## config.mk

```make
export PLATFORM = sky130hd
export DESIGN_NAME = i2c_start_condition_trigger
export DESIGN_NICKNAME = d
export VERILOG_FILES = /design/src/common/i2c_start_pkg.sv /design/src/common/line_status_if.sv /design/src/rtl/i2c_line_monitor.sv /design/src/rtl/i2c_start_condition_trigger.sv
export SDC_FILE = /design/constraint.sdc
export NUM_CORES = 1
export LEC_CHECK = 0
export BUFFER_PORTS_ARGS = -buffer_cell sky130_fd_sc_hd__buf_2
export CAP_MARGIN = 5
export CORE_MARGIN = 2
export CORE_UTILIZATION = 52
export DETAILED_ROUTE_END_ITERATION = 6
export PLACE_DENSITY = 0.85
export SYNTH_ARGS = -nofsm -noshare
export SYNTH_HDL_FRONTEND = slang
export SYNTH_HIERARCHICAL = 1
export SYNTH_SLANG_ARGS = --single-unit
export TNS_END_PERCENT = 100
```

## constraint.sdc

```tcl
create_clock -name clk -period 2.4 [get_ports clk]
set_input_delay 0.36 -clock clk [delete_from_list [all_inputs] [get_ports clk]]
set_output_delay 0.36 -clock clk [all_outputs]
set_load 0.005 [all_outputs]
```

## src/common/i2c_start_pkg.sv

```systemverilog
package i2c_start_pkg;
    // bus widths
    localparam int DATA_W = 32;
    localparam int REG_W = 8;
    localparam int APB_ADDR_W = 4;

    // register byte addresses
    localparam logic [7:0] OFS_CONTROL = 8'h00;
    localparam logic [7:0] OFS_FLAG = 8'h04;
    localparam logic [7:0] OFS_IRQ_STATUS = 8'h08;
    localparam logic [7:0] OFS_IRQ_MASK = 8'h0C;

    // i2c_control_zero fields
    localparam int CTL_STOP = 0;
    localparam int CTL_START = 1;
    localparam int CTL_ACK = 2;
    localparam int CTL_WREL = 5;
    localparam int CTL_EXIT = 6;
    localparam int CTL_UE = 7;

    // i2c_flag_register fields
    localparam int FLG_RSV = 0;
    localparam int FLG_BUSY = 1;
    localparam int FLG_MASTER = 2;
    localparam int FLG_FAIL = 7;

    // interrupt events
    localparam int EV_DONE = 0;
    localparam int EV_FAIL = 1;
    localparam int EV_ARB = 2;
    localparam int EV_W = 3;

    // reset values
    localparam logic [REG_W-1:0] CONTROL_RESET = 8'h00;
    localparam logic [REG_W-1:0] FLAG_RESET = 8'h00;
    localparam logic [EV_W-1:0] EVENT_RESET = 3'h0;

    // line timing
    localparam int CLK_PERIOD_NS = 100;
    localparam int START_HOLD_NS = 4000;
    localparam int SCL_LOW_NS = 4700;
    localparam int RESTART_SETUP_NS = 4700;
    localparam int CNT_W = 8;
    localparam logic [CNT_W-1:0] CNT_ONE = 8'h01;
    localparam logic [CNT_W-1:0] HOLD_CYC = CNT_W'((START_HOLD_NS + CLK_PERIOD_NS - 1) / CLK_PERIOD_NS);
    localparam logic [CNT_W-1:0] LOW_CYC = CNT_W'((SCL_LOW_NS + CLK_PERIOD_NS - 1) / CLK_PERIOD_NS);
    localparam logic [CNT_W-1:0] SETUP_CYC = CNT_W'((RESTART_SETUP_NS + CLK_PERIOD_NS - 1) / CLK_PERIOD_NS);

    typedef enum logic [2:0] {
        ST_IDLE,
        ST_HOLD,
        ST_WAIT,
        ST_XFER,
        ST_REL_SDA,
        ST_REL_SCL,
        ST_SETUP
    } start_state_t;
endpackage : i2c_start_pkg

```

## src/common/line_status_if.sv

```systemverilog
interface line_status_if;
    logic scl;
    logic sda;
    logic busy;
    logic start_seen;
    logic stop_seen;
    modport mon (output scl, output sda, output busy, output start_seen, output stop_seen);
    modport ctl (input scl, input sda, input busy, input start_seen, input stop_seen);
endinterface : line_status_if

```

## src/rtl/i2c_line_monitor.sv

```systemverilog
module i2c_line_monitor (
    // clock, reset, enable
    input wire logic clk,
    input wire logic rst_n,
    input wire logic ce,
    // bus pins
    input wire logic scl_in,
    input wire logic sda_in,
    // decoded line state
    line_status_if.mon ls
);
    import i2c_start_pkg::*;

    logic [1:0] scl_sync;
    logic [1:0] sda_sync;
    logic scl_q;
    logic sda_q;
    logic busy;
    logic start_seen;
    logic stop_seen;
    logic [1:0] next_scl_sync;
    logic [1:0] next_sda_sync;
    logic next_busy;
    logic next_start_seen;
    logic next_stop_seen;

    assign ls.scl = scl_q;
    assign ls.sda = sda_q;
    assign ls.busy = busy;
    assign ls.start_seen = start_seen;
    assign ls.stop_seen = stop_seen;

    // edge logic reads only the second stage and its delayed copy
    always_comb begin
        next_scl_sync = {scl_sync[0], scl_in};
        next_sda_sync = {sda_sync[0], sda_in};
        next_start_seen = scl_q && scl_sync[1] && sda_q && !sda_sync[1];
        next_stop_seen = scl_q && scl_sync[1] && !sda_q && sda_sync[1];
        next_busy = busy;
        if (next_start_seen) begin
            next_busy = 1'b1;
        end else if (next_stop_seen) begin
            next_busy = 1'b0;
        end
    end

    always_ff @(posedge clk or negedge rst_n) begin
        if (!rst_n) begin
            scl_sync <= '1;
            sda_sync <= '1;
            scl_q <= 1'b1;
            sda_q <= 1'b1;
            busy <= 1'b0;
            start_seen <= 1'b0;
            stop_seen <= 1'b0;
        end else if (ce) begin
            scl_sync <= next_scl_sync;
            sda_sync <= next_sda_sync;
            scl_q <= scl_sync[1];
            sda_q <= sda_sync[1];
            busy <= next_busy;
            start_seen <= next_start_seen;
            stop_seen <= next_stop_seen;
        end
    end
endmodule : i2c_line_monitor

```

## src/rtl/i2c_start_condition_trigger.sv

```systemverilog
module i2c_start_condition_trigger #(
    parameter int ADDR_W = i2c_start_pkg::APB_ADDR_W
) (
    // clock, reset, enable
    input wire logic clk,
    input wire logic rst_n,
    input wire logic ce,
    // apb slave
    input wire logic psel,
    input wire logic penable,
    input wire logic pwrite,
    input wire logic [ADDR_W-1:0] paddr,
    input wire logic [i2c_start_pkg::DATA_W-1:0] pwdata,
    output logic [i2c_start_pkg::DATA_W-1:0] prdata,
    output logic pready,
    output logic pslverr,
    // neighbouring transfer logic
    input wire logic arb_lost,
    input wire logic ack_window,
    input wire logic xfer_wait,
    output logic stop_request,
    output logic master,
    // interrupt
    output logic irq,
    // open-drain bus lines
    input wire logic scl_in,
    output logic scl_out,
    output logic scl_oe_n,
    input wire logic sda_in,
    output logic sda_out,
    output logic sda_oe_n
);
    import i2c_start_pkg::*;

    line_status_if ls ();

    i2c_line_monitor u_monitor (
        .clk(clk),
        .rst_n(rst_n),
        .ce(ce),
        .scl_in(scl_in),
        .sda_in(sda_in),
        .ls(ls)
    );

    function automatic logic is_reg(input logic [ADDR_W-1:0] a, input logic [7:0] ofs);
        return a == ADDR_W'(ofs);
    endfunction : is_reg

    logic ue, ack_en, rsv_dis;
    logic next_ue, next_ack_en, next_rsv_dis, next_stop_request, next_pready, next_pslverr;
    logic [EV_W-1:0] irq_mask, next_irq_mask;
    logic [DATA_W-1:0] next_prdata;
    logic [REG_W-1:0] rd_byte, wd;
    logic mapped, acc, wr_now, wr_ctl, wr_flag, wr_status, wr_mask;

    start_state_t st, next_st;
    logic [CNT_W-1:0] cnt, next_cnt;
    logic trigger, next_trigger, start_failed, next_start_failed, next_master;
    logic [EV_W-1:0] irq_status, next_irq_status, ev;
    logic next_irq, next_scl_oe_n, next_sda_oe_n, lost;

    // a write lands at the completing access edge only
    assign acc = psel && penable && !pready;
    assign wr_now = psel && penable && pready && pwrite;
    assign wd = pwdata[REG_W-1:0];
    assign wr_ctl = wr_now && is_reg(paddr, OFS_CONTROL);
    assign wr_flag = wr_now && is_reg(paddr, OFS_FLAG);
    assign wr_status = wr_now && is_reg(paddr, OFS_IRQ_STATUS);
    assign wr_mask = wr_now && is_reg(paddr, OFS_IRQ_MASK);

    always_comb begin
        rd_byte = '0;
        mapped = 1'b1;
        if (is_reg(paddr, OFS_CONTROL)) begin
            rd_byte[CTL_UE] = ue;
            rd_byte[CTL_ACK] = ack_en;
            rd_byte[CTL_START] = 1'b0;
        end else if (is_reg(paddr, OFS_FLAG)) begin
            rd_byte[FLG_RSV] = rsv_dis;
            rd_byte[FLG_BUSY] = ls.busy;
            rd_byte[FLG_MASTER] = master;
            rd_byte[FLG_FAIL] = start_failed;
        end else if (is_reg(paddr, OFS_IRQ_STATUS)) begin
            rd_byte[EV_W-1:0] = irq_status;
        end else if (is_reg(paddr, OFS_IRQ_MASK)) begin
            rd_byte[EV_W-1:0] = irq_mask;
        end else begin
            mapped = 1'b0;
        end
        next_pready = acc;
        next_pslverr = acc && !mapped;
        next_prdata = (acc && !pwrite) ? DATA_W'(rd_byte) : '0;
        next_ue = ue;
        next_ack_en = ack_en;
        next_rsv_dis = rsv_dis;
        next_irq_mask = irq_mask;
        next_stop_request = 1'b0;
        if (wr_ctl) begin
            next_ue = wd[CTL_UE];
            next_ack_en = wd[CTL_ACK];
            next_stop_request = wd[CTL_STOP] && wd[CTL_UE] && ue;
        end
        if (wr_flag) begin
            next_rsv_dis = wd[FLG_RSV];
        end
        if (wr_mask) begin
            next_irq_mask = wd[EV_W-1:0];
        end
    end

    always_ff @(posedge clk or negedge rst_n) begin
        if (!rst_n) begin
            ue <= CONTROL_RESET[CTL_UE];
            ack_en <= CONTROL_RESET[CTL_ACK];
            rsv_dis <= FLAG_RESET[FLG_RSV];
            irq_mask <= EVENT_RESET;
            stop_request <= CONTROL_RESET[CTL_STOP];
            pready <= 1'b0;
            pslverr <= 1'b0;
            prdata <= '0;
        end else if (ce) begin
            ue <= next_ue;
            ack_en <= next_ack_en;
            rsv_dis <= next_rsv_dis;
            irq_mask <= next_irq_mask;
            stop_request <= next_stop_request;
            pready <= next_pready;
            pslverr <= next_pslverr;
            prdata <= next_prdata;
        end
    end

    // start sequencer, trigger and events
    always_comb begin
        next_st = st;
        next_cnt = cnt;
        next_trigger = trigger;
        next_start_failed = start_failed;
        next_master = master;
        ev = '0;
        lost = arb_lost;
        if (wr_flag && wd[FLG_FAIL]) begin
            next_start_failed = 1'b0;
        end
        if (wr_ctl && wd[CTL_START] && wd[CTL_UE] && ue) begin
            if (ls.busy && !master && rsv_dis) begin
                next_start_failed = 1'b1;
                ev[EV_FAIL] = 1'b1;
            end else begin
                next_trigger = 1'b1;
            end
        end
        unique case (st)
            ST_IDLE: begin
                if (trigger && !ls.busy) begin
                    next_st = ST_HOLD;
                    next_cnt = HOLD_CYC - CNT_ONE;
                end
            end
            ST_HOLD: begin
                if (cnt == '0) begin
                    next_st = ST_WAIT;
                    next_master = 1'b1;
                    next_trigger = 1'b0;
                    ev[EV_DONE] = 1'b1;
                end else begin
                    next_cnt = cnt - CNT_ONE;
                end
            end
            ST_WAIT: begin
                if (wr_ctl && wd[CTL_WREL]) begin
                    if (next_trigger) begin
                        next_st = ST_REL_SDA;
                        next_cnt = LOW_CYC - CNT_ONE;
                    end else begin
                        next_st = ST_XFER;
                    end
                end
            end
            ST_XFER: begin
                if (xfer_wait) begin
                    next_st = ST_WAIT;
                end
            end
            ST_REL_SDA: begin
                if (cnt == '0) begin
                    next_st = ST_REL_SCL;
                end else begin
                    next_cnt = cnt - CNT_ONE;
                end
            end
            ST_REL_SCL: begin
                if (!ls.sda) begin
                    lost = 1'b1;
                end else if (ls.scl) begin
                    next_st = ST_SETUP;
                    next_cnt = SETUP_CYC - CNT_ONE;
                end
            end
            ST_SETUP: begin
                if (!ls.sda) begin
                    lost = 1'b1;
                end else if (cnt == '0) begin
                    next_st = ST_HOLD;
                    next_cnt = HOLD_CYC - CNT_ONE;
                end else begin
                    next_cnt = cnt - CNT_ONE;
                end
            end
        endcase
        if (ls.stop_seen) begin
            next_master = 1'b0;
            if (st == ST_XFER) begin
                next_st = ST_IDLE;
            end
        end
        if (lost) begin
            next_st = ST_IDLE;
            next_master = 1'b0;
            next_trigger = 1'b0;
            ev[EV_ARB] = 1'b1;
        end
        if (!ue || (wr_ctl && (wd[CTL_EXIT] || !wd[CTL_UE]))) begin
            next_st = ST_IDLE;
            next_master = 1'b0;
            next_trigger = 1'b0;
        end
        next_sda_oe_n = 1'b1;
        next_scl_oe_n = 1'b1;
        if (next_st == ST_HOLD || next_st == ST_WAIT) begin
            next_sda_oe_n = 1'b0;
        end
        if (next_st == ST_XFER && ack_window && ack_en) begin
            next_sda_oe_n = 1'b0;
        end
        if (next_st == ST_WAIT || next_st == ST_REL_SDA) begin
            next_scl_oe_n = 1'b0;
        end
        // a new event beats a clear in the same cycle
        next_irq_status = (irq_status & ~(wr_status ? wd[EV_W-1:0] : EVENT_RESET)) | ev;
        next_irq = |(next_irq_status & next_irq_mask);
    end

    always_ff @(posedge clk or negedge rst_n) begin
        if (!rst_n) begin
            st <= ST_IDLE;
            cnt <= '0;
            trigger <= CONTROL_RESET[CTL_START];
            start_failed <= FLAG_RESET[FLG_FAIL];
            master <= 1'b0;
            irq_status <= EVENT_RESET;
            irq <= 1'b0;
            scl_oe_n <= 1'b1;
            sda_oe_n <= 1'b1;
            scl_out <= 1'b0;
            sda_out <= 1'b0;
        end else if (ce) begin
            st <= next_st;
            cnt <= next_cnt;
            trigger <= next_trigger;
            start_failed <= next_start_failed;
            master <= next_master;
            irq_status <= next_irq_status;
            irq <= next_irq;
            scl_oe_n <= next_scl_oe_n;
            sda_oe_n <= next_sda_oe_n;
            scl_out <= 1'b0;
            sda_out <= 1'b0;
        end
    end

    localparam int HOLD_LO = HOLD_CYC;
    localparam int HOLD_HI = HOLD_CYC + HOLD_CYC;
endmodule : i2c_start_condition_trigger

```

# == After elaboration in Yosys (flattened, before gate mapping) ==
# Cells that the tools add are included.
# op_classes
addsub,1
eq_ne,20
n_mux,65
bitwise_logic,4
reduce_logical,56
# op_table
cell,count
two-way mux 8 bit,9
two-way mux 3 bit,19
case mux 8 bit (5 select lines),1
two-way mux 1 bit,34
logical AND 1 bit,28
case mux 3 bit (7 select lines),1
"equality test 3 x 2 -> 1 bit, second input constant",4
"equality test 3 bit, second input constant",4
zero test 1 bit,9
AND reduction 9 bit,1
"equality test 4 bit, second input constant",2
zero test 8 bit,1
"inequality test 2 bit, second input constant",4
nonzero test 4 bit,2
"subtractor 8 x 1 -> 8 bit, second input constant",1
bitwise AND 3 bit,2
"equality test 3 x 1 -> 1 bit, second input constant",2
"inequality test 2 x 1 -> 1 bit, second input constant",3
AND reduction 2 bit,3
nonzero test 5 bit,1
"equality test 4 x 3 -> 1 bit, second input constant",1
zero test 4 bit,1
logical OR 1 bit,4
OR reduction 2 bit,2
other kinds (7),7
# word_totals
reg_bits,69
output_inout_bits,41
wordCells,169

# == Longest topological paths before layout ==
# logic_depth
depth_word,19
ltp_mapped,10
mapped_depth_nobuf,8

# == Hierarchy ==
# Netlist, hierarchy kept.
# by_module_without_submodules
mod,instances,cells_per_inst,area_per_inst_um2,seq_area_each_um2
i2c_start_condition_trigger,1,272,2406.1,828.3
i2c_line_monitor,1,26,372.9,232.7

# == Worst setup path before layout ==
# No wires, ideal clock.
# synth_timing
kind,flip-flop to flip-flop
from,register cnt[0]
to,register scl_oe_n
setup_time_ns,0.083
arrival_ns,2.057
required_time_ns,2.317
path_slack_ns,0.260
stages_incl_launch_ff,9
period_less_slack_ns,2.140
path_cell_list,dfrtp_1 -> inv_1 -> ha_1 -> nor3b_1 -> nand2_1 -> nor4b_2 -> o31ai_1 -> xnor2_1 -> o32a_1
# synth_between
elab_chain_cells,11
word_cells_on_any_way,14
cone_classes,2 x eq/ne; 10 x mux; 2 x reduce/logical
# synth_lines
element,line_no,source
from (decl),i2c_start_condition_trigger.sv:58,"logic [CNT_W-1:0] cnt, next_cnt;"
from (signal assigned),i2c_start_condition_trigger.sv:260,cnt <= next_cnt;
zero test 8 bit *,"i2c_start_condition_trigger.sv:162, i2c_start_condition_trigger.sv:187, i2c_start_condition_trigger.sv:204",
two-way mux 3 bit,i2c_start_condition_trigger.sv:204,end else if (cnt == '0) begin
two-way mux 3 bit,i2c_start_condition_trigger.sv:202,if (!ls.sda) begin
case mux 3 bit (7 select lines) *,i2c_start_condition_trigger.sv:154,unique case (st)
two-way mux 3 bit,i2c_start_condition_trigger.sv:214,if (st == ST_XFER) begin
two-way mux 3 bit *,i2c_start_condition_trigger.sv:212,if (ls.stop_seen) begin
two-way mux 3 bit *,i2c_start_condition_trigger.sv:218,if (lost) begin
two-way mux 3 bit *,i2c_start_condition_trigger.sv:224,if (!ue || (wr_ctl && (wd[CTL_EXIT] || !wd[CTL_UE]))) begin
equality test 3 x 2 -> 1 bit / equality test 3 bit (equally long branches),i2c_start_condition_trigger.sv:237,if (next_st == ST_WAIT || next_st == ST_REL_SDA) begin
logical OR 1 bit *,i2c_start_condition_trigger.sv:237,
two-way mux 1 bit *,i2c_start_condition_trigger.sv:237,
to (signal assigned),i2c_start_condition_trigger.sv:266,scl_oe_n <= next_scl_oe_n;
to (decl),i2c_start_condition_trigger.sv:28,"output logic scl_oe_n,"
# Mark *: on every way between the ends. The rest lies on a longest branch, timed or not.
# A chain may end at the register's enable or synchronous reset.

# == Worst setup path after layout ==
# layout_timing
from,register cnt[0]
to,register cnt[7]
# layout_between
elab_chain_cells,4
word_cells_on_any_way,8
cone_classes,1 x add/sub; 1 x eq/ne; 4 x mux; 2 x reduce/logical
# layout_lines
element,line_no
subtractor 8 x 1 -> 8 bit / zero test 8 bit (equally long branches),-
two-way mux 8 bit,i2c_start_condition_trigger.sv:204
two-way mux 8 bit,i2c_start_condition_trigger.sv:202
case mux 8 bit (5 select lines),i2c_start_condition_trigger.sv:154
# Parallel ways exist; a longest one is shown, timed or not. The select of a mux whose other input is x is not followed.

==> flow_summary.json <==
{
  "post_cts_buffers": 0,
  "r2r_start": "cnt[0]",
  "dieArea_um2": 5870,
  "viasPerCell": 5.72,
  "final_cells": 405,
  "htree_num_levels": 2,
  "fp-row-count": 26,
  "cpPeakStageDelay_ps": 580,
  "finalSetupViolations": 0,
  "ant_nets": 0,
  "hold_path_class": "input port to asynchronous set/reset pin",
  "leakagePower_uw": 0.00138,
  "syn_inst": 295,
  "relSlewSlack_pct": 40.4,
  "grt_max_degree": 42,
  "drt_iter0_markers": 126,
  "path_cells": "inv_1 -> ha_1 -> nor3b_2 -> buf_4 -> nand3b_1 -> a21oi_1 -> or3b_1 -> a21o_1 -> a21o_1",
  "layout_common_cells": "33 x dfrtp_1, 31 x buf_2, 30 x conb_1",
  "startpoint": "cnt[0]",
  "powerDensity_nw_per_um2": 470,
  "grt_pass1_wl_mm": 9.58,
  "clock_sinks": 41,
  "period_share_pct": 93.6,
  "syn_avg_cell_area_um2": 9.29,
  "grt_usage_pct": 19.8,
  "initial_core_util_pct": 53.7,
  "required_ps": 2580,
  "layout.nets": 383,
  "die_h_um": 76.6,
  "drv_cap": 0,
  "grt_antenna_before_repair": 0,
  "wl_per_cell_um": 14.3,
  "drive_above_1_share_pct": 24.8,
  "wl_mm": 5.81,
  "worst_clock_skew_ps": 7.46,
  "die_width_um": 76.6,
  "grt_pass1_vias": 2083,
  "first_pass_iters": 4,
  "drc": 0,
  "ir_worst_vdd_mv": 0.382,
  "clk_pin_slew_ps": 80,
  "worst_pin_slew_ps": 894,
  "cts_tree": "done",
  "slew_viol_final": 0,
  "vias": 2316,
  "worst_setup_path_start_kind": "flip-flop",
  "io-pin-count": 88,
  "io_buffer_count": 31,
  "cp.arrival_ps": 2430,
  "final_common_cell": "dfrtp_1",
  "overflow": 0,
  "root_buffer": "clkbuf_8",
  "syn-cell-area_um2": 2740,
  "core-area_um2": 5110,
  "gp_congestion": 0.886,
  "layout-area-overhead-vs-synth_pct": 9.27,
  "dp.cells": 397,
  "cp_common_cell": "a21o_1",
  "critical_path_class": "flip-flop to flip-flop",
  "crit_fanout": 15,
  "cts_buffers": 5,
  "end_kind": "flip-flop",
  "antennaDiodeCount": 0,
  "finalHoldViolations": 0,
  "post-route-min-period_ps": 2250,
  "tns_ps": 0,
  "cp_slowest_cell": "or3b_1",
  "clkLatencyLatePin_ps": 290,
  "fmax_mhz": 445,
  "place_hpwl_mm": 4.31,
  "yosysWarnings": 6,
  "rsz0062_at_grt": "false",
  "clk_path_buf_depth": 2,
  "status": "finished clean"
}
-- power breakdown --
group          internal [uW]  switching [uW]
Clock                    202             231
Combinational           76.0             110
Sequential               742            48.4
Total                   1020             389
-- final timing paths --
path | cells past startpoint | to | slack [ps]
worst min register to register | 1 | prdata[0] | 490
max in group asynchronous | 1 | u_monitor/ls.stop_seen | 1660
worst max-delay path | 9 | cnt[7] | 150
worst max register to register | 9 | cnt[7] | 150
worst min-delay path | 1 | pready | 190
min in group clk | 2 | u_monitor/scl_sync[0] | 300
-- sequential cells by signal, summed over array words and instances, names as in the netlist, 2 cells and up --
signal              cells
st                      3
u_monitor/scl_sync      2
cnt                     8
u_monitor/sda_sync      2
irq_status              3
prdata                  4
irq_mask                3
-- worst max-delay path, delay by kind of cell (launching register included) --
family / cells / cell delay (ps)
compound gates: 3 / 480
fa+ha+maj: 1 / 200
buf+inv: 2 / 250
flops: 1 / 400
simple gates: 3 / 820
-- stage by stage --
stage               util, %  area (um2)  setup slack (ps)  hold slack, ps  power [uW]
finish                 58.6        3000               155             192        1410
global route           58.6        3000              19.6             266        1490
CTS                    58.3        2980               113             224        1420
detailed placement     56.6        2890               143             474         987
global placement       56.6        2890               190             466         977
floorplan                 -        2850               260            64.4         944
-- per-layer routing --
| metal | vias up | GRT usage (%) | share of wire [%] |
|---|---|---|---|
| li1 | 1106 | - | - |
| met1 | 1114 | 26.1 | 44 |
| met2 | 86 | 31.9 | 49 |
| met3 | 10 | 5.45 | 5.2 |
| met4 | 0 | 6.00 | 1.2 |
| met5 | - | 0 | 0 |
-- cell type report --
type | instances | area [um2]
Clock buffer | 6 | 72.6
Clock inverter | 2 | 10.0
Fill cell | 453 | 2110
Inverter | 15 | 56.3
Multi-Input combinational cell | 226 | 1470
Sequential cell | 41 | 1040
Tap cell | 70 | 87.6
Timing Repair Buffer | 45 | 260
-- repair_timing --
action	in CTS	in global routing
hold buffers	0	0
resized for setup	0	3
endpoints found under the setup margin	0	4
No activity file was read; power rests on OpenSTA's default activity.
